File: config.mk
export PLATFORM = sky130hd
export DESIGN_NAME = cpu_register_file
export DESIGN_NICKNAME = d
export VERILOG_FILES = /design/src/hdl/cpu_register_file.v
export VERILOG_INCLUDE_DIRS = /design/src /design/src/hdl
export SDC_FILE = /design/constraint.sdc
export NUM_CORES = 1
export LEC_CHECK = 0
export ABC_AREA = 1
export BUFFER_PORTS_ARGS = -buffer_cell sky130_fd_sc_hd__buf_4
export CAP_MARGIN = 25
export CORE_AREA = 2 2 251 253
export CTS_CLUSTER_SIZE = 40
export DETAILED_ROUTE_END_ITERATION = 16
export DIE_AREA = 0 0 253 255
export PLACE_DENSITY = 0.64
export SLEW_MARGIN = 20
export SYNTH_ARGS = -nofsm -noshare
export SYNTH_HDL_FRONTEND = slang
export SYNTH_SLANG_ARGS = --single-unit
File: constraint.sdc
create_clock -name i_clk_sys -period 6.1 [get_ports i_clk_sys]
set_clock_uncertainty 0.15 [all_clocks]
set_input_delay 0.915 -clock i_clk_sys [delete_from_list [all_inputs] [get_ports i_clk_sys]]
set_output_delay 0.915 -clock i_clk_sys [all_outputs]
set_load 0.02 [all_outputs]
File: src/hdl/cpu_regs_consts.vh
// Constants for the memory-mapped CPU register file
`ifndef CPU_REGS_CONSTS_VH
`define CPU_REGS_CONSTS_VH

// ==========================================================
// Data page zero word addresses
`define ADDR_ACC_A_LOW       7'h08
`define ADDR_ACC_A_HIGH      7'h09
`define ADDR_ACC_A_GUARD     7'h0a
`define ADDR_ACC_B_LOW       7'h0b
`define ADDR_ACC_B_HIGH      7'h0c
`define ADDR_ACC_B_GUARD     7'h0d
`define ADDR_TEMP            7'h0e
`define ADDR_PATH_DECISIONS  7'h0f
`define ADDR_POINTER_BASE    7'h10
`define ADDR_STACK_TOP       7'h18
`define ADDR_CIRC_LENGTH     7'h19
`define ADDR_REPEAT_COUNT    7'h1a
`define ADDR_REPEAT_START    7'h1b
`define ADDR_REPEAT_END      7'h1c
`define ADDR_MEM_CONFIG      7'h1d
`define ADDR_PAGE_EXT        7'h1e

// ==========================================================
// Field layout
`define ACC_WIDTH            40
`define LOW_MSB              15
`define HIGH_LSB             16
`define HIGH_MSB             31
`define GUARD_LSB            32
`define GUARD_MSB            39
`define PAGE_EXT_WIDTH       7

// ==========================================================
// Reset values
`define RESET_WORD           16'h0000
`define RESET_ACC            40'h00_0000_0000
`define RESET_PAGE_EXT       7'h00

`endif

File: src/hdl/cpu_register_file.v
// Memory-mapped CPU register set with operand and pointer side ports
// What this block does
// RULE1: Two independent 40-bit accumulators, A and B.
// RULE2: Each accumulator is mapped as low, high and guard slices.
// RULE3: Temporary register feeds one multiplier operand for multiply and MAC.
// RULE4: Temporary register supplies run-time shift count for shifted add/load/sub.
// RULE5: Dynamic bit test takes bit position from temporary register.
// RULE6: Dual add/sub metric operations read branch metric from temporary register.
// RULE7: Exponent detect writes temporary register; normalize uses it as shift.
// RULE8: Compare-select-store shifts a high-vs-low path decision into 16-bit register.
// RULE9: Eight 16-bit pointers, CPU read/write, modified by pointer update units.
// RULE10: Stack pointer always holds address of the last pushed element.
// RULE11: Push predecrements stack pointer, pop postincrements it.
// RULE12: Circular block length register feeds the pointer update units.
// RULE13: 16-bit block repeat count gives number of block repetitions.
// RULE14: Two 16-bit registers hold block repeat start and end addresses.
// RULE15: Memory configuration register drives on-chip memory configuration.
// RULE16: Program page extension holds upper 7 bits of program address.
// RULE17: Slices map to bits 15:0, 31:16 and 39:32.
// RULE18: Page zero CPU registers answer with no wait states.
// RULE19: A slice write changes only that slice.
`timescale 1ns/1ps
`include "cpu_regs_consts.vh"

module cpu_register_file (
   // Clock and reset
   input  wire        i_clk_sys,
   input  wire        i_reset_n,
   // Data page zero access
   input  wire [6:0]  i_mem_addr,
   input  wire        i_mem_wr,
   input  wire [15:0] i_mem_wdata,
   output wire [15:0] o_mem_rdata,
   output wire        o_mem_hit,
   output wire        o_mem_ready,
   // Accumulator writes from the arithmetic unit
   input  wire        i_acc_a_wr,
   input  wire        i_acc_b_wr,
   input  wire [39:0] i_acc_wdata,
   output wire [39:0] o_acc_a,
   output wire [39:0] o_acc_b,
   // Temporary register users
   input  wire        i_leading_bit_count_op,
   input  wire [15:0] i_exponent,
   output wire [15:0] o_mult_operand,
   output wire [5:0]  o_shift_count,
   output wire [3:0]  o_bit_position,
   output wire [15:0] o_branch_metric,
   output wire [5:0]  o_mantissa_shift_op_shift,
   // Compare-select-store
   input  wire        i_compare_select_store_op,
   input  wire        i_use_acc_b,
   output wire        o_path_decision,
   output wire [15:0] o_viterbi_path_decisions,
   // Pointer update units
   input  wire [7:0]  i_pointer_wr,
   input  wire [127:0] i_pointer_wdata,
   output wire [127:0] o_address_pointers,
   output wire [15:0] o_circular_block_length,
   // Stack
   input  wire        i_stack_push,
   input  wire        i_stack_pop,
   output wire [15:0] o_stack_top_pointer,
   output wire [15:0] o_push_address,
   // Block repeat
   input  wire        i_repeat_count_dec,
   output wire [15:0] o_block_repeat_count,
   output wire [15:0] o_block_repeat_start,
   output wire [15:0] o_block_repeat_end,
   // Memory configuration and program page
   input  wire        i_page_ext_wr,
   input  wire [6:0]  i_page_ext_wdata,
   output wire [15:0] o_memory_config_control,
   output wire [6:0]  o_program_page_extension
);

   // ==========================================================
   // Storage
   reg  [39:0] acc_a;
   reg  [39:0] acc_b;
   reg  [15:0] temp_value;
   reg  [15:0] viterbi_path_decisions;
   reg  [15:0] address_pointers [0:7];
   reg  [15:0] stack_top_pointer;
   reg  [15:0] circular_block_length;
   reg  [15:0] block_repeat_count;
   reg  [15:0] block_repeat_start;
   reg  [15:0] block_repeat_end;
   reg  [15:0] memory_config_control;
   reg  [6:0]  program_page_extension;
   reg  [15:0] next_rdata;
   reg         next_hit;

   wire [39:0] cmp_acc = i_use_acc_b ? acc_b : acc_a;
   wire        path_bit;

   // Decision: high word above low word, signed compare
   assign path_bit = ($signed(cmp_acc[`HIGH_MSB:`HIGH_LSB]) >
                      $signed(cmp_acc[`LOW_MSB:0]));                          // RULE8

   // ==========================================================
   // Accumulators
   always @(posedge i_clk_sys or negedge i_reset_n) begin
      if (!i_reset_n) begin
         acc_a <= `RESET_ACC;
         acc_b <= `RESET_ACC;
      end else begin
         // Arithmetic result wins over a mapped store in the same cycle
         if (i_acc_a_wr) begin
            acc_a <= i_acc_wdata;                                              // RULE1
         end else if (i_mem_wr) begin
            case (i_mem_addr)                                                  // RULE2
               `ADDR_ACC_A_LOW:   acc_a[`LOW_MSB:0] <= i_mem_wdata;            // RULE19
               `ADDR_ACC_A_HIGH:  acc_a[`HIGH_MSB:`HIGH_LSB] <= i_mem_wdata;   // RULE17
               `ADDR_ACC_A_GUARD: acc_a[`GUARD_MSB:`GUARD_LSB] <= i_mem_wdata[7:0];
               default: acc_a <= acc_a;
            endcase
         end
         if (i_acc_b_wr) begin
            acc_b <= i_acc_wdata;                                              // RULE1
         end else if (i_mem_wr) begin
            case (i_mem_addr)                                                  // RULE2
               `ADDR_ACC_B_LOW:   acc_b[`LOW_MSB:0] <= i_mem_wdata;            // RULE19
               `ADDR_ACC_B_HIGH:  acc_b[`HIGH_MSB:`HIGH_LSB] <= i_mem_wdata;   // RULE17
               `ADDR_ACC_B_GUARD: acc_b[`GUARD_MSB:`GUARD_LSB] <= i_mem_wdata[7:0];
               default: acc_b <= acc_b;
            endcase
         end
      end
   end

   // ==========================================================
   // Temporary and transition registers
   always @(posedge i_clk_sys or negedge i_reset_n) begin
      if (!i_reset_n) begin
         temp_value             <= `RESET_WORD;
         viterbi_path_decisions <= `RESET_WORD;
      end else begin
         if (i_leading_bit_count_op) begin
            temp_value <= i_exponent;                                          // RULE7
         end else if (i_mem_wr && i_mem_addr == `ADDR_TEMP) begin
            temp_value <= i_mem_wdata;
         end
         // New decision enters at bit 0, older ones move up
         if (i_compare_select_store_op) begin
            viterbi_path_decisions <= {viterbi_path_decisions[14:0], path_bit}; // RULE8
         end else if (i_mem_wr && i_mem_addr == `ADDR_PATH_DECISIONS) begin
            viterbi_path_decisions <= i_mem_wdata;
         end
      end
   end

   // ==========================================================
   // Address pointers, one per entry
   genvar g;
   generate
      for (g = 0; g < 8; g = g + 1) begin : g_pointer
         always @(posedge i_clk_sys or negedge i_reset_n) begin
            if (!i_reset_n) begin
               address_pointers[g] <= `RESET_WORD;
            end else if (i_pointer_wr[g]) begin
               address_pointers[g] <= i_pointer_wdata[16*g +: 16];             // RULE9
            end else if (i_mem_wr && i_mem_addr == (`ADDR_POINTER_BASE + g)) begin
               address_pointers[g] <= i_mem_wdata;                             // RULE9
            end
         end
         assign o_address_pointers[16*g +: 16] = address_pointers[g];
      end
   endgenerate

   // ==========================================================
   // Stack pointer and control registers
   always @(posedge i_clk_sys or negedge i_reset_n) begin
      if (!i_reset_n) begin
         stack_top_pointer      <= `RESET_WORD;
         circular_block_length  <= `RESET_WORD;
         block_repeat_count     <= `RESET_WORD;
         block_repeat_start     <= `RESET_WORD;
         block_repeat_end       <= `RESET_WORD;
         memory_config_control  <= `RESET_WORD;
         program_page_extension <= `RESET_PAGE_EXT;
      end else begin
         // Push and pop together cancel; a mapped write loses to stack motion
         if (i_stack_push && !i_stack_pop) begin
            stack_top_pointer <= stack_top_pointer - 16'h0001;                 // RULE11
         end else if (i_stack_pop && !i_stack_push) begin
            stack_top_pointer <= stack_top_pointer + 16'h0001;                 // RULE11
         end else if (i_mem_wr && i_mem_addr == `ADDR_STACK_TOP) begin
            stack_top_pointer <= i_mem_wdata;
         end
         if (i_mem_wr && i_mem_addr == `ADDR_CIRC_LENGTH) begin
            circular_block_length <= i_mem_wdata;                              // RULE12
         end
         if (i_repeat_count_dec) begin
            block_repeat_count <= block_repeat_count - 16'h0001;               // RULE13
         end else if (i_mem_wr && i_mem_addr == `ADDR_REPEAT_COUNT) begin
            block_repeat_count <= i_mem_wdata;                                 // RULE13
         end
         if (i_mem_wr && i_mem_addr == `ADDR_REPEAT_START) begin
            block_repeat_start <= i_mem_wdata;                                 // RULE14
         end
         if (i_mem_wr && i_mem_addr == `ADDR_REPEAT_END) begin
            block_repeat_end <= i_mem_wdata;                                   // RULE14
         end
         if (i_mem_wr && i_mem_addr == `ADDR_MEM_CONFIG) begin
            memory_config_control <= i_mem_wdata;                              // RULE15
         end
         if (i_page_ext_wr) begin
            program_page_extension <= i_page_ext_wdata;                        // RULE16
         end else if (i_mem_wr && i_mem_addr == `ADDR_PAGE_EXT) begin
            program_page_extension <= i_mem_wdata[6:0];                        // RULE16
         end
      end
   end

   // ==========================================================
   // Read mux, answered in the same cycle
   always @* begin
      next_rdata = `RESET_WORD;
      next_hit   = 1'b1;
      case (i_mem_addr)
         `ADDR_ACC_A_LOW:      next_rdata = acc_a[`LOW_MSB:0];                 // RULE17
         `ADDR_ACC_A_HIGH:     next_rdata = acc_a[`HIGH_MSB:`HIGH_LSB];
         `ADDR_ACC_A_GUARD:    next_rdata = {8'h00, acc_a[`GUARD_MSB:`GUARD_LSB]};
         `ADDR_ACC_B_LOW:      next_rdata = acc_b[`LOW_MSB:0];
         `ADDR_ACC_B_HIGH:     next_rdata = acc_b[`HIGH_MSB:`HIGH_LSB];
         `ADDR_ACC_B_GUARD:    next_rdata = {8'h00, acc_b[`GUARD_MSB:`GUARD_LSB]};
         `ADDR_TEMP:           next_rdata = temp_value;
         `ADDR_PATH_DECISIONS: next_rdata = viterbi_path_decisions;
         `ADDR_STACK_TOP:      next_rdata = stack_top_pointer;
         `ADDR_CIRC_LENGTH:    next_rdata = circular_block_length;
         `ADDR_REPEAT_COUNT:   next_rdata = block_repeat_count;
         `ADDR_REPEAT_START:   next_rdata = block_repeat_start;
         `ADDR_REPEAT_END:     next_rdata = block_repeat_end;
         `ADDR_MEM_CONFIG:     next_rdata = memory_config_control;
         `ADDR_PAGE_EXT:       next_rdata = {9'h000, program_page_extension};
         default: begin
            // Only 10h-17h fall through to the pointers; 1fh stays reserved
            if (i_mem_addr[6:3] == 4'h2) begin
               next_rdata = address_pointers[i_mem_addr[2:0]];
            end else begin
               next_hit = 1'b0;
            end
         end
      endcase
   end

   // Page zero CPU registers never stall the pipeline
   assign o_mem_ready = 1'b1;                                                  // RULE18
   assign o_mem_rdata = next_rdata;
   assign o_mem_hit   = next_hit;

   // ==========================================================
   // Operand taps of the temporary register
   assign o_mult_operand  = temp_value;                                        // RULE3
   assign o_shift_count   = temp_value[5:0];                                   // RULE4
   assign o_bit_position  = temp_value[3:0];                                   // RULE5
   assign o_branch_metric = temp_value;                                        // RULE6
   assign o_mantissa_shift_op_shift    = temp_value[5:0];                                   // RULE7

   assign o_acc_a                  = acc_a;
   assign o_acc_b                  = acc_b;
   assign o_path_decision          = path_bit;
   assign o_viterbi_path_decisions = viterbi_path_decisions;
   assign o_circular_block_length  = circular_block_length;                    // RULE12
   assign o_stack_top_pointer      = stack_top_pointer;                        // RULE10
   // Address a push will write to: already predecremented
   assign o_push_address           = stack_top_pointer - 16'h0001;             // RULE11
   assign o_block_repeat_count     = block_repeat_count;
   assign o_block_repeat_start     = block_repeat_start;
   assign o_block_repeat_end       = block_repeat_end;
   assign o_memory_config_control  = memory_config_control;
   assign o_program_page_extension = program_page_extension;

endmodule // cpu_register_file

======== After elaboration in Yosys (flattened, before gate mapping) ========
Cells that the tools add are included.
W data, S select, Z words.
word-level totals
  register bits after elaboration ......... 343
  input bits .............................. 234
  output and inout port bits .............. 410
  logic and storage cells ................. 147
cells by class
  add/sub/neg operators ................... 3
  magnitude comparators ................... 2
  eq/ne operators ......................... 24
  mux-type cells .......................... 45
  bitwise operators ....................... 1
  reductions and logical operators ........ 49
operator list
  cell                     count
  $mux W16                 32
  $pmux W16 S15            1
  $mux W40                 4
  $eq A7 B5 Y1 const B     15
  $eq A7 B4 Y1 const B     8
  $bmux W16 S3             1
  $reduce_bool A2 Y1       20
  $mux W32                 1
  $sub A16 B1 Y16 const B  2
  $logic_and A1 B1 Y1      19
  $add A16 B1 Y16 const B  1
  $gt A16 B16 Y1           1
  $mux W8                  2
  $reduce_or A15 Y1        1
  $mux W7                  2
  $reduce_and A2 Y1        6
  $eq A4 B2 Y1 const B     1
  $ge A4 B4 Y1 const B     1
  $not A3 Y4               1
  $reduce_bool A3 Y1       1
  $logic_not A1 Y1         2
  $mux W1                  2

======== Longest topological paths before layout ========
Gate-level depths: netlist (run 1).
  depth in word-level cells ............... 6
  depth in mapped cells ................... 19
  mapped depth without buffers ............ 18

======== Worst setup path after synthesis (run 1) ========
Ideal clock, no wire load.
  kind .................................... input -> output
  from .................................... input i_use_acc_b
  to ...................................... output o_path_decision
  arrival time ............................ 2570 ps
  data required time ...................... 5035 ps
  path slack .............................. 2465 ps
  stages .................................. 11
  path buffers ............................ 2
  cell sequence ........................... clkbuf_1 > clkbuf_1 > o21ai_0 > ha_1 > a21oi_1 > o21ai_0 > a21oi_1 > nand2_1 > nand2_1 > nand3_1 > inv_1
between the ends
  word-level cells in the longest chain between the ends .. 2
ends and longest elaborated chain
  item            RTL line                source
  from (decl)     cpu_register_file.v:52  input wire i_use_acc_b,
  $mux W32        cpu_register_file.v:94  wire [39:0] cmp_acc = i_use_acc_b ? acc_b : acc_a;
  $gt A16 B16 Y1  cpu_register_file.v:98  assign path_bit = ($signed(cmp_acc[`HIGH_MSB:`HIGH_LSB]) >
  to (decl)       cpu_register_file.v:53  output wire o_path_decision,
No other way between the ends.

======== Worst setup path in the final report (run 1) ========
  from .................................... input i_mem_addr[2]
  to ...................................... output o_mem_rdata[0]
between the ends
  word-level cells in the longest chain between the ends .. 6
  elaborated cells on any way between the ends .. 21
  classes of those cells .................. eq/ne: 15; mux: 5; bitwise: 1
ends and longest elaborated chain
  item                                         RTL line                 source
  from (decl)                                  cpu_register_file.v:30   input wire [6:0] i_mem_addr,
  $not A3 Y4 (implied by the code)             cpu_register_file.v:240  next_rdata = address_pointers[i_mem_addr[2:0]];
  $bmux W16 S3                                 cpu_register_file.v:240
  $mux W16 (implied by the code) (2 in a row)  cpu_register_file.v:240
  $mux W16                                     cpu_register_file.v:239  if (i_mem_addr[6:3] == 4'h2) begin
  $pmux W16 S15 (*)                            cpu_register_file.v:221  case (i_mem_addr)
  to (decl)                                    cpu_register_file.v:33   output wire [15:0] o_mem_rdata,
Every way passes the cells marked *; elsewhere a longest branch is shown, timed or not. The select of a mux whose other input is x is not followed.

==> results.ini, run 1 <==
[status]
status=finished, final reports clean

[critical_path]
path_cells=buf_4 -> inv_2 -> nand2_2 -> inv_1 -> nand2_2 -> nor2_2 -> inv_1 -> o21ai_0 -> nor3_1 -> nand3_1 -> buf_4
critical_path_required_ns=5.03
crit_slowest_cell=nor2_2
slowest_delay_ns=0.52
setup.worst_path.class=primary input to output port
start_kind=primary input
worstSetupEndpointType=output port
crit_buf_inv=5
crit_family=buffers and inverters
arrival_ns=3.46
cp_max_fo=31

[finish]
fillCellCount=6465
nNetsFinal=3320
drive_gt1_share_pct=25.2
area_delta_synth_final_pct=34.0
post-route-cell-area_um2=25900

[sta]
max_slew_margin_pct=28.6
drv_slew=0
max_clock_freq_mhz=221
worstMarginPinSlew_ns=1.07
hold_violations=0
setup_viol=0
timing.hold.ws_ns=0.309
fin_tns_setup_ns=0
rsz0062_at_grt=false
fin_crit_ns=4.52
fin_crit_sh_pct=74.1
layout_setup_ws_ns=1.58

[clock_network]
cts_made_buffers=42
cts_buffer_depth=3
htree_levels=2
cts_hold_buf=0
cts_resized=0
cts_tree=built
insertion_delay_ns=0.58
cts_root_buffer=clkbuf_16
clk_pin_slew_worst_paths_ns=0.06
postCtsSetupRepairBufs=0
cts_sinks=343

[yosys]
postSynthCellCount=2549
synth_adder_area_share_pct=1.36
yosys.area_share.xor_xnor_pct=0.679
synth_top_family_by_area=simple AND/OR/NAND/NOR gates
yosys_most_used_dff=dfrtp_1
ys_seq_area_share_pct=44.4
synth_fp_nets=2804
synth-seq-cells=343
synth.distinct_cells=47
synth_compound_area_share_pct=17.8
synth_area_um2=19300
yosys.area_share.simple_pct=27.5
synth_mux_area_share_pct=0.0518
synthArstFlopShare_pct=100
avgSynthCellArea_um2=7.59
ys.warnings.count=0
synth_enable_flop_cells=0

[route]
vias_per_cell=5.67
ant_nets=0
drt_wl_total_um=112000
vias=22100
route.detailed.drc=0
first_iter_violations=2393
wl_per_cell_um=28.7
dr.pass1.iters=5

[floorplanning]
ios=644
fp.dieH_um=255
core-area_um2=62200
die_area_um2=64500
start_util_pct=31.1
die_w_um=253
rows=92

[power_and_ir_drop]
cellLeakagePower_nw=12.4
p_sw_share_pct=37.1
p_per_area_nw_per_um2=298
p_comb_share_pct=27.2
switchingPower_mw=2.87
intPower_mw=4.86
pwr-share-seq_pct=38.5
ir_worst_vdd_uv=181
p_clk_share_pct=34.3

[place]
place.gp.congestion=0.993
place_worst_setup_slack_ns=1.73
port-buffer-count=642
dp_hpwl_um=85900
post_dp_cell_area_um2=24500

[global_routing]
overflow=0
antenna_found_initial=6
grt_max_degree=124
grt_pass1_wl_um=155000
grt_pass1_vias=21000
track_usage_pct=33.6

[flow_run]
max_cap_violations=0

[worst_hold_path]
min_path_type=primary input to asynchronous set/reset pin

## flip-flops by register name (all words and copies together), names as in the netlist, 16 cells and up
| name | count |
|---|---|
| o_stack_top_pointer | 16 |
| o_acc_a | 40 |
| o_branch_metric | 16 |
| o_block_repeat_start | 16 |
| o_memory_config_control | 16 |
| o_block_repeat_count | 16 |
| o_block_repeat_end | 16 |
| o_address_pointers | 128 |
| o_acc_b | 40 |
| o_viterbi_path_decisions | 16 |
| o_circular_block_length | 16 |
## cells in the mapped netlist, drive strengths merged, types with 2 or more instances
master   instances  area share (%)
dfrtp          343              44
xor2            15            0.68
or2              2           0.065
o21ai          199             5.2
clkbuf         113             2.2
clkinv           3           0.065
a21oi           87             2.3
nand2          860              17
nor3            26            0.93
ha              21             1.4
nand4           45             1.5
nand3          199             5.2
o211ai          44             1.7
o311ai          88             4.0
o221ai          38             1.7
a211oi           8            0.31
o2111ai         11            0.50
o31ai            2           0.078
a22oi           25            0.97
buf             75             2.5
o22ai           15            0.49
a22o             6            0.27
o2bb2ai          3            0.14
nor4             2           0.065
nor2           132             3.0
inv            179             3.5
a31oi            3           0.097
## power by group through the flow
stage | Sequential (mW) | Clock, mW | Combinational [mW]
floorplan | 3.08 | 0 | 0.778
global placement | 3.01 | 0 | 2.07
detailed placement | 3.00 | 0 | 2.08
CTS | 2.96 | 2.67 | 2.09
global route | 2.98 | 2.76 | 2.25
finish | 2.98 | 2.65 | 2.10
## cells by family after synthesis
group           Yosys count
compound gates          532
other cells               1
buf+inv                 370
fa+ha+maj                21
mux                       1
xor+xnor                 15
flops                   343
simple gates           1266
## per-layer routing
metal | track usage, % | wire [um] | share of wire (%) | up-vias
met2 | 54.6 | 51700 | 46 | 1357
li1 | - | - | - | 9711
met1 | 40.5 | 42200 | 38 | 10700
met4 | 19.4 | 7160 | 6.4 | 10
met3 | 8.48 | 10800 | 9.7 | 306
met5 | 0 | 67 | 0.060 | -
## layout make-up
type	instances	area [um2]	share of cell area, %
multi-input combinational	1836	9170	35.4
clock inverter	18	225	0.869
tap	799	1000	3.86
timing repair buffer	660	5060	19.5
inverter	182	684	2.64
clock buffer	57	1190	4.59
antenna	2	5.00	0.0193
sequential	343	8580	33.1
## path summary, 6_finish.rpt
kind                            cells after the start                                from  slack [ns]                                  end
worst max register to register                      9  o_stack_top_pointer[5]$_DFFE_PN0P_        3.78  o_stack_top_pointer[15]$_DFFE_PN0P_
min in group i_clk_sys                              2   o_block_repeat_end[7]$_DFFE_PN0P_        0.37    o_block_repeat_end[7]$_DFFE_PN0P_
worst max-delay path                               11                       i_mem_addr[2]        1.58                       o_mem_rdata[0]
worst min register to register                      2   o_block_repeat_end[7]$_DFFE_PN0P_        0.37    o_block_repeat_end[7]$_DFFE_PN0P_
worst min-delay path                                1                           i_reset_n        0.31              o_acc_b[25]$_DFFE_PN0P_
max in group asynchronous                           2                           i_reset_n        4.19  o_address_pointers[110]$_DFFE_PN0P_
## cell usage in the layout, fill, tap and decap left out, drive strengths merged, types with 8 or more instances in the layout
cell type    n
nand2      860
buf        660
dfrtp      343
nand3      199
o21ai      199
inv        181
nor2       132
o311ai      88
a21oi       87
clkbuf      57
nand4       45
o211ai      44
o221ai      38
nor3        26
a22oi       25
ha          21
xor2        15
o22ai       15
clkinv      13
o2111ai     11
a211oi       8
## through the flow
stage	total power [mW]	instances	util (%)
floorplan	3.85	2549	-
global placement	5.07	3814	39.2
detailed placement	5.08	3818	39.4
CTS	7.72	3893	41.6
global route	7.99	3895	41.7
finish	7.73	3897	41.7
(Power assumes the default switching activity.)
==> run 2: changes to the inputs <==
clock period = 4.5 ns   (was 6.1 ns; I/O delays follow)
==> run 2 against run 1 <==
Compared with the run above:
- the flow now finishes with violations (hold timing)
- register-to-register slack worse by 1.6 ns
- core utilization up 0.33 points
- combinational power up 35%
- non-clock buffer count up 20
- critical path type unchanged
- highest routed layer unchanged
==> results.ini, run 2 (synthesis results as in run 1) <==
[sta]
timing.hold.ws_ns=-0.00804  ; -0.318 ns
fin_tns_setup_ns=0  ; unchanged
setup_viol=0  ; unchanged
drv_slew=0  ; unchanged
max_slew_margin_pct=24.7  ; -3.9 points
max_clock_freq_mhz=253
hold_violations=4  ; +4
layout_setup_ws_ns=0.545  ; -1.04 ns
fin_crit_ns=3.96
worstMarginPinSlew_ns=1.13  ; +0.0596 ns
fin_crit_sh_pct=87.9
rsz0062_at_grt=false

[finish]
fillCellCount=6457  ; -0.12%
final_cell_mix=854 x nand2_1, 670 x buf_4, 343 x dfrtp_1
diodes=0  ; -2
layout_commonest_cell=nand2_1
post-route-cell-area_um2=26100  ; +0.79%
nNetsFinal=3339  ; +0.57%
final_cells=3911  ; +0.36%
final_util_pct=42.0  ; +0.33 points
area_delta_synth_final_pct=35.1
largest_reg_flops=128  ; unchanged
drive_gt1_share_pct=25.6  ; +0.42 points

[floorplanning]
rows=92  ; unchanged
ios=644  ; unchanged
start_util_pct=31.1  ; unchanged
core-area_um2=62200  ; unchanged
die_area_um2=64500  ; unchanged
fp.dieH_um=255  ; unchanged
die_w_um=253  ; unchanged

[status]
failed_checks=hold timing
status=finished with violations

[global_routing]
overflow=0  ; unchanged
track_usage_pct=33.7  ; +0.090 points
grt_max_degree=88  ; -29%
antenna_found_initial=5  ; -1
grt_pass1_wl_um=155000  ; about the same
grt_pass1_vias=20900  ; -0.47%

[critical_path]
crit_slowest_cell=a211oi_1
cpMostUsedCell=buf_4
setup.worst_path.class=primary input to output port
worst_r2r_startpoint=o_stack_top_pointer[0]$_DFFE_PN0P_
r2r_cells=8  ; -1
arrival_ns=3.13  ; -0.33 ns
critical_path_required_ns=3.67  ; -1.36 ns
crit_path_start=i_mem_addr[6]
path_cells=buf_4 -> inv_1 -> nand2_1 -> nor2_2 -> buf_4 -> nand2_2 -> clkinv_1 -> nand2_1 -> o21ai_0 -> a211oi_1 -> nand3_1 -> buf_4
cp_max_fo=9  ; -71%
slowest_delay_ns=0.53  ; about the same
critPathCapture=o_mem_rdata[14]
start_kind=primary input
worstSetupEndpointType=output port
r2r-end=o_stack_top_pointer[14]$_DFFE_PN0P_
reg2reg_slack_ns=2.21  ; -1.57 ns

[place]
place_worst_setup_slack_ns=0.637  ; -1.10 ns
port-buffer-count=642  ; unchanged
dp_hpwl_um=87000  ; +1.2%
post_dp_cell_area_um2=24600  ; +0.60%
place.gp.congestion=0.985  ; -0.83%
placed_cells=3838  ; +0.52%

[power_and_ir_drop]
fin_total_pwr_mw=10.6  ; +37%
ir_worst_vdd_uv=221  ; +23%
p_sw_share_pct=36.5  ; -0.68 points
pwr-share-seq_pct=37.9  ; -0.6 points
p_per_area_nw_per_um2=406  ; +36%
cellLeakagePower_nw=12.5  ; +0.97%
switchingPower_mw=3.87  ; +35%
p_clk_share_pct=35.4  ; +1.1 points
p_comb_share_pct=26.7  ; -0.5 points
intPower_mw=6.74  ; +39%

[worst_hold_path]
min_path_type=primary input to asynchronous set/reset pin

[clock_network]
htree_levels=2  ; unchanged
cts_made_buffers=41  ; -2.4%
cts_root_buffer=clkbuf_16
clk_pin_slew_worst_paths_ns=0.06  ; about the same
postCtsSetupRepairBufs=0  ; unchanged
cts_hold_buf=0  ; unchanged
cts_resized=0  ; unchanged
insertion_delay_ns=0.58  ; about the same
cts_sinks=343  ; unchanged
cts_buffer_depth=3  ; unchanged
cts_tree=built

[flow_run]
max_cap_violations=0  ; unchanged

[route]
vias_per_cell=5.64  ; -0.61%
first_iter_violations=2746  ; +15%
dr.pass1.iters=5  ; unchanged
wl_per_cell_um=28.7  ; -0.25%
ant_nets=0  ; unchanged
vias=22000  ; -0.25%
drt_wl_total_um=112000  ; +0.11%
route.detailed.drc=0  ; unchanged

run 2: layout make-up:
class / instances / area [um2] / share of cell area (%)
Clock buffer: 52 / 1130 / 4.32
Clock inverter: 19 / 337 / 1.29
Inverter: 182 / 684 / 2.62
Multi-Input combinational cell: 1836 / 9170 / 35.1
Sequential cell: 343 / 8580 / 32.9
Tap cell: 799 / 1000 / 3.83
Timing Repair Buffer: 680 / 5220 / 20.0
run 2: worst min path at each step:
stage,startpoint,endpoint,depth (start not counted)
final,i_reset_n,o_acc_a[25]$_DFFE_PN0P_,1
after CTS,i_reset_n,o_acc_a[15]$_DFFE_PN0P_,1
after floorplan,i_reset_n,o_acc_a[0]$_DFFE_PN0P_,0
after detailed placement,o_block_repeat_end[12]$_DFFE_PN0P_,o_block_repeat_end[12]$_DFFE_PN0P_,2
after global routing,i_reset_n,o_acc_b[25]$_DFFE_PN0P_,1
after global placement,o_block_repeat_end[12]$_DFFE_PN0P_,o_block_repeat_end[12]$_DFFE_PN0P_,2
run 2: metal layers:
layer	global-route usage, %	vias up	routed length (um)	part of all wire (%)
li1	-	9750	-	-
met1	41.1	10700	42000	37
met2	55.6	1368	52500	47
met3	8.52	255	11300	10
met4	16.6	4	6220	5.6
met5	0	-	34	0.030
run 2: critical path: cells and delay by family:
family,cells,cell delay [ns]
and+or+nand+nor,5,0.94
buffers and inverters,5,0.89
AOI/OAI and AO/OA,2,0.61
run 2: power by group through the flow:
| stage | clock network, mW | registers, mW | logic [mW] |
|---|---|---|---|
| after floorplan | 0 | 4.17 | 1.05 |
| after global placement | 0 | 4.07 | 2.79 |
| after detailed placement | 0 | 4.06 | 2.82 |
| after CTS | 3.77 | 4.01 | 2.82 |
| after global routing | 3.90 | 4.04 | 3.04 |
| final | 3.75 | 4.02 | 2.83 |
==> run 3: changes to the inputs <==
ABC_AREA = not set   (was 1)
CORE_AREA = 2 2 250 252   (was 2 2 251 253)
DIE_AREA = 0 0 252 254   (was 0 0 253 255)
PLACE_DENSITY = 0.66   (was 0.64)
==> run 3 against run 2 <==
Compared with the run above:
- the run now ends clean
- routed wire length decreased by 7.0%
- via count decreased by 10%
- sequential cell count unchanged
- critical path depth decreased by 3
- non-clock buffer count increased by 11
- die area decreased by 0.79%
- sequential share of layout area decreased by 0.91 points
- register-to-register slack got worse by 0.52 ns
==> results.ini, run 3 <==
[yosys]
synth.distinct_cells=78  ; +66%
synth_enable_flop_cells=0  ; unchanged
ys_top_cells_by_area=dfrtp_1 42%, mux2i_1 14%, nand2_1 5.9%, o21ai_0 5.7%, mux2_2 4.8%
synthTopCellsByCount=343 x dfrtp_1, 318 x nand2_1, 288 x mux2i_1
avgSynthCellArea_um2=9.93  ; +31%
ys_seq_area_share_pct=42.2  ; -2.2 points
synth_fp_nets=2303  ; -18%
synth_top_area_share_pct=42.2  ; -2.2 points
yosys_most_used_dff=dfrtp_1
yosys.area.top_type=dfrtp_1
ys.warnings.count=0  ; unchanged
synth_area_um2=20300  ; +5.1%
postSynthCellCount=2048  ; -20%
synthArstFlopShare_pct=100  ; unchanged
synth-seq-cells=343  ; unchanged
yosysMostFrequentCell=dfrtp_1

[critical_path]
cpMostUsedCell=buf_4
r2r_cells=8  ; unchanged
critical_path_required_ns=3.67  ; about the same
cp_max_fo=26  ; +17
crit_slowest_cell=or2_2
arrival_ns=3.32  ; +0.19 ns
crit_buf_inv=3  ; -2
reg2reg_slack_ns=1.69  ; -0.52 ns
worst_r2r_startpoint=o_block_repeat_count[1]$_DFFE_PN0P_
setup.worst_path.class=primary input to output port
start_kind=primary input
crit_family=compound AO/OA/AOI/OAI gates
slowest_delay_ns=0.45  ; -0.08 ns
path_cells=buf_4 -> buf_12 -> or2_2 -> nor2_4 -> nand2_1 -> o21ai_0 -> a21oi_1 -> o2111ai_1 -> buf_4
r2r-end=o_block_repeat_count[14]$_DFFE_PN0P_
worstSetupEndpointType=output port

[sta]
setup_viol=0  ; unchanged
timing.hold.ws_ns=0.0569  ; +0.0650 ns
fin_tns_setup_ns=0  ; unchanged
fin_crit_sh_pct=92.0  ; +4.1 points
worstMarginPinSlew_ns=1.05  ; -0.0759 ns
hold_violations=0  ; -4
rsz0062_at_grt=false
fin_crit_ns=4.14  ; +0.185 ns
max_slew_margin_pct=29.6  ; +4.9 points
max_clock_freq_mhz=242  ; -4.5%
drv_slew=0  ; unchanged

[clock_network]
cts_tree=built
cts_resized=0  ; unchanged
cts_made_buffers=40  ; -2.4%
cts_sinks=343  ; unchanged
insertion_delay_ns=0.57  ; about the same
cts_root_buffer=clkbuf_16
cts_hold_buf=0  ; unchanged
cts_buffer_depth=3  ; unchanged
htree_levels=2  ; unchanged
postCtsSetupRepairBufs=0  ; unchanged
clk_pin_slew_worst_paths_ns=0.06  ; about the same

[finish]
regArea_um2=8580  ; unchanged
final_cell_mix=685 x buf_4, 343 x dfrtp_1, 318 x nand2_1
area_delta_synth_final_pct=32.1
final_cells=3390  ; -13%
layout_commonest_cell=buf_4
post-route-cell-area_um2=26900  ; +2.9%
largest_reg_flops=128  ; unchanged
final_util_pct=43.9  ; +1.8 points
multi_input_area_um2=10600  ; +16%
drive_gt1_share_pct=35.5  ; +9.9 points
fillCellCount=5959  ; -7.7%
nNetsFinal=2825  ; -15%

[floorplanning]
ios=644  ; unchanged
die_area_um2=64000  ; -0.79%
fp.dieH_um=254  ; -0.39%
die_w_um=252  ; -0.40%
core-area_um2=61300  ; -1.5%
start_util_pct=33.2  ; +2.1 points
rows=91  ; -1.1%

[place]
place.gp.congestion=0.981  ; -0.41%
dp_hpwl_um=78600  ; -9.6%
port-buffer-count=642  ; unchanged
post_dp_cell_area_um2=25500  ; +3.5%
placed_cells=3318  ; -14%

[route]
wl_per_cell_um=30.8  ; +7.3%
first_iter_violations=2046  ; -25%
ant_nets=0  ; unchanged
vias_per_cell=5.85  ; +3.8%
drt_wl_total_um=104000  ; -7.0%
dr.pass1.iters=6  ; +1
route.detailed.drc=0  ; unchanged
vias=19800  ; -10%

[power_and_ir_drop]
p_clk_share_pct=33.4  ; -2.0 points
pwr-share-seq_pct=39.1  ; +1.2 points
switchingPower_mw=3.79  ; -2.0%
cellLeakagePower_nw=13.2  ; +5.3%
p_comb_share_pct=27.5  ; +0.8 points
p_sw_share_pct=36.2  ; -0.25 points
ir_worst_vdd_uv=201  ; -9.3%
p_per_area_nw_per_um2=390  ; -4.1%
intPower_mw=6.68  ; -0.94%

[global_routing]
grt_pass1_wl_um=146000  ; -5.9%
antenna_found_initial=4  ; -1
grt_max_degree=110  ; +25%
track_usage_pct=31.7  ; -2.0 points
grt_pass1_vias=19400  ; -7.0%
overflow=0  ; unchanged

[flow_run]
max_cap_violations=0  ; unchanged

[worst_hold_path]
min_path_type=primary input to asynchronous set/reset pin

[status]
status=finished, final reports clean

## run 3: cell count changes after synthesis, moves of 34 or more
cell,previous run,this run
nand2_1,854,318
a21oi_1,85,51
mux2_2,0,86
inv_1,167,15
mux4_2,0,39
nor2_1,112,72
o221ai_1,38,4
o311ai_0,81,2
o21ai_1,20,61
nand3_1,197,30
mux2i_1,1,288
o21ai_0,179,231
## run 3: power by group through the flow
stage / sequential, mW / combinational [mW] / clock (mW)
after global placement: 4.13 / 2.84 / 0
after floorplan: 4.17 / 1.19 / 0
after detailed placement: 4.13 / 2.87 / 0
final: 4.09 / 2.88 / 3.50
after CTS: 4.07 / 2.88 / 3.53
after global routing: 4.12 / 3.05 / 3.66
## run 3: area by class of cell
class / count / area share, %
well taps: 790 / 3.68
clock inverters: 16 / 0.750
inverters: 15 / 0.210
repair buffers: 691 / 19.6
multi-input cells: 1479 / 39.4
clock buffers: 55 / 4.39
diodes: 1 / 0.00931
flip-flops and latches: 343 / 31.9
## run 3: metrics by stage
stage                     setup WS (ns)  total power, mW
after global placement            0.523             6.97
final                             0.359             10.5
after CTS                         0.474             10.5
after floorplan                   0.595             5.35
after detailed placement          0.477             7.00
after global routing              0.420             10.8
## run 3: metal layers
layer | share of wire [%] | track usage (%)
met4 | 4.6 | 12.9
met3 | 8.2 | 6.15
met1 | 40 | 41.4
met5 | 0.023 | 0
met2 | 47 | 51.8
## run 3: worst max-delay path by stage
stage	start	endpoint	slack, ns	depth (start not counted)
6_report	i_mem_addr[0]	o_mem_rdata[9]	0.36	9
5_1_grt	i_mem_addr[0]	o_mem_rdata[9]	0.42	9
4_1_cts	i_mem_addr[0]	o_mem_rdata[11]	0.47	7
3_5_place_dp	i_mem_addr[0]	o_mem_rdata[11]	0.48	7
3_3_place_gp	i_mem_addr[0]	o_mem_rdata[13]	0.52	8
2_1_floorplan	i_use_acc_b	o_path_decision	0.60	10
## run 3: cells by family after synthesis
logic type,count (synthesis),synth area share (%)
other,1,0.0184
multiplexers,418,23.5
XOR/XNOR,19,0.855
flip-flops,343,42.2
AO/OA/AOI/OAI,482,13.9
buffers and inverters,226,5.72
AND/OR/NAND/NOR,538,12.4
adder cells (fa/ha/maj),21,1.29
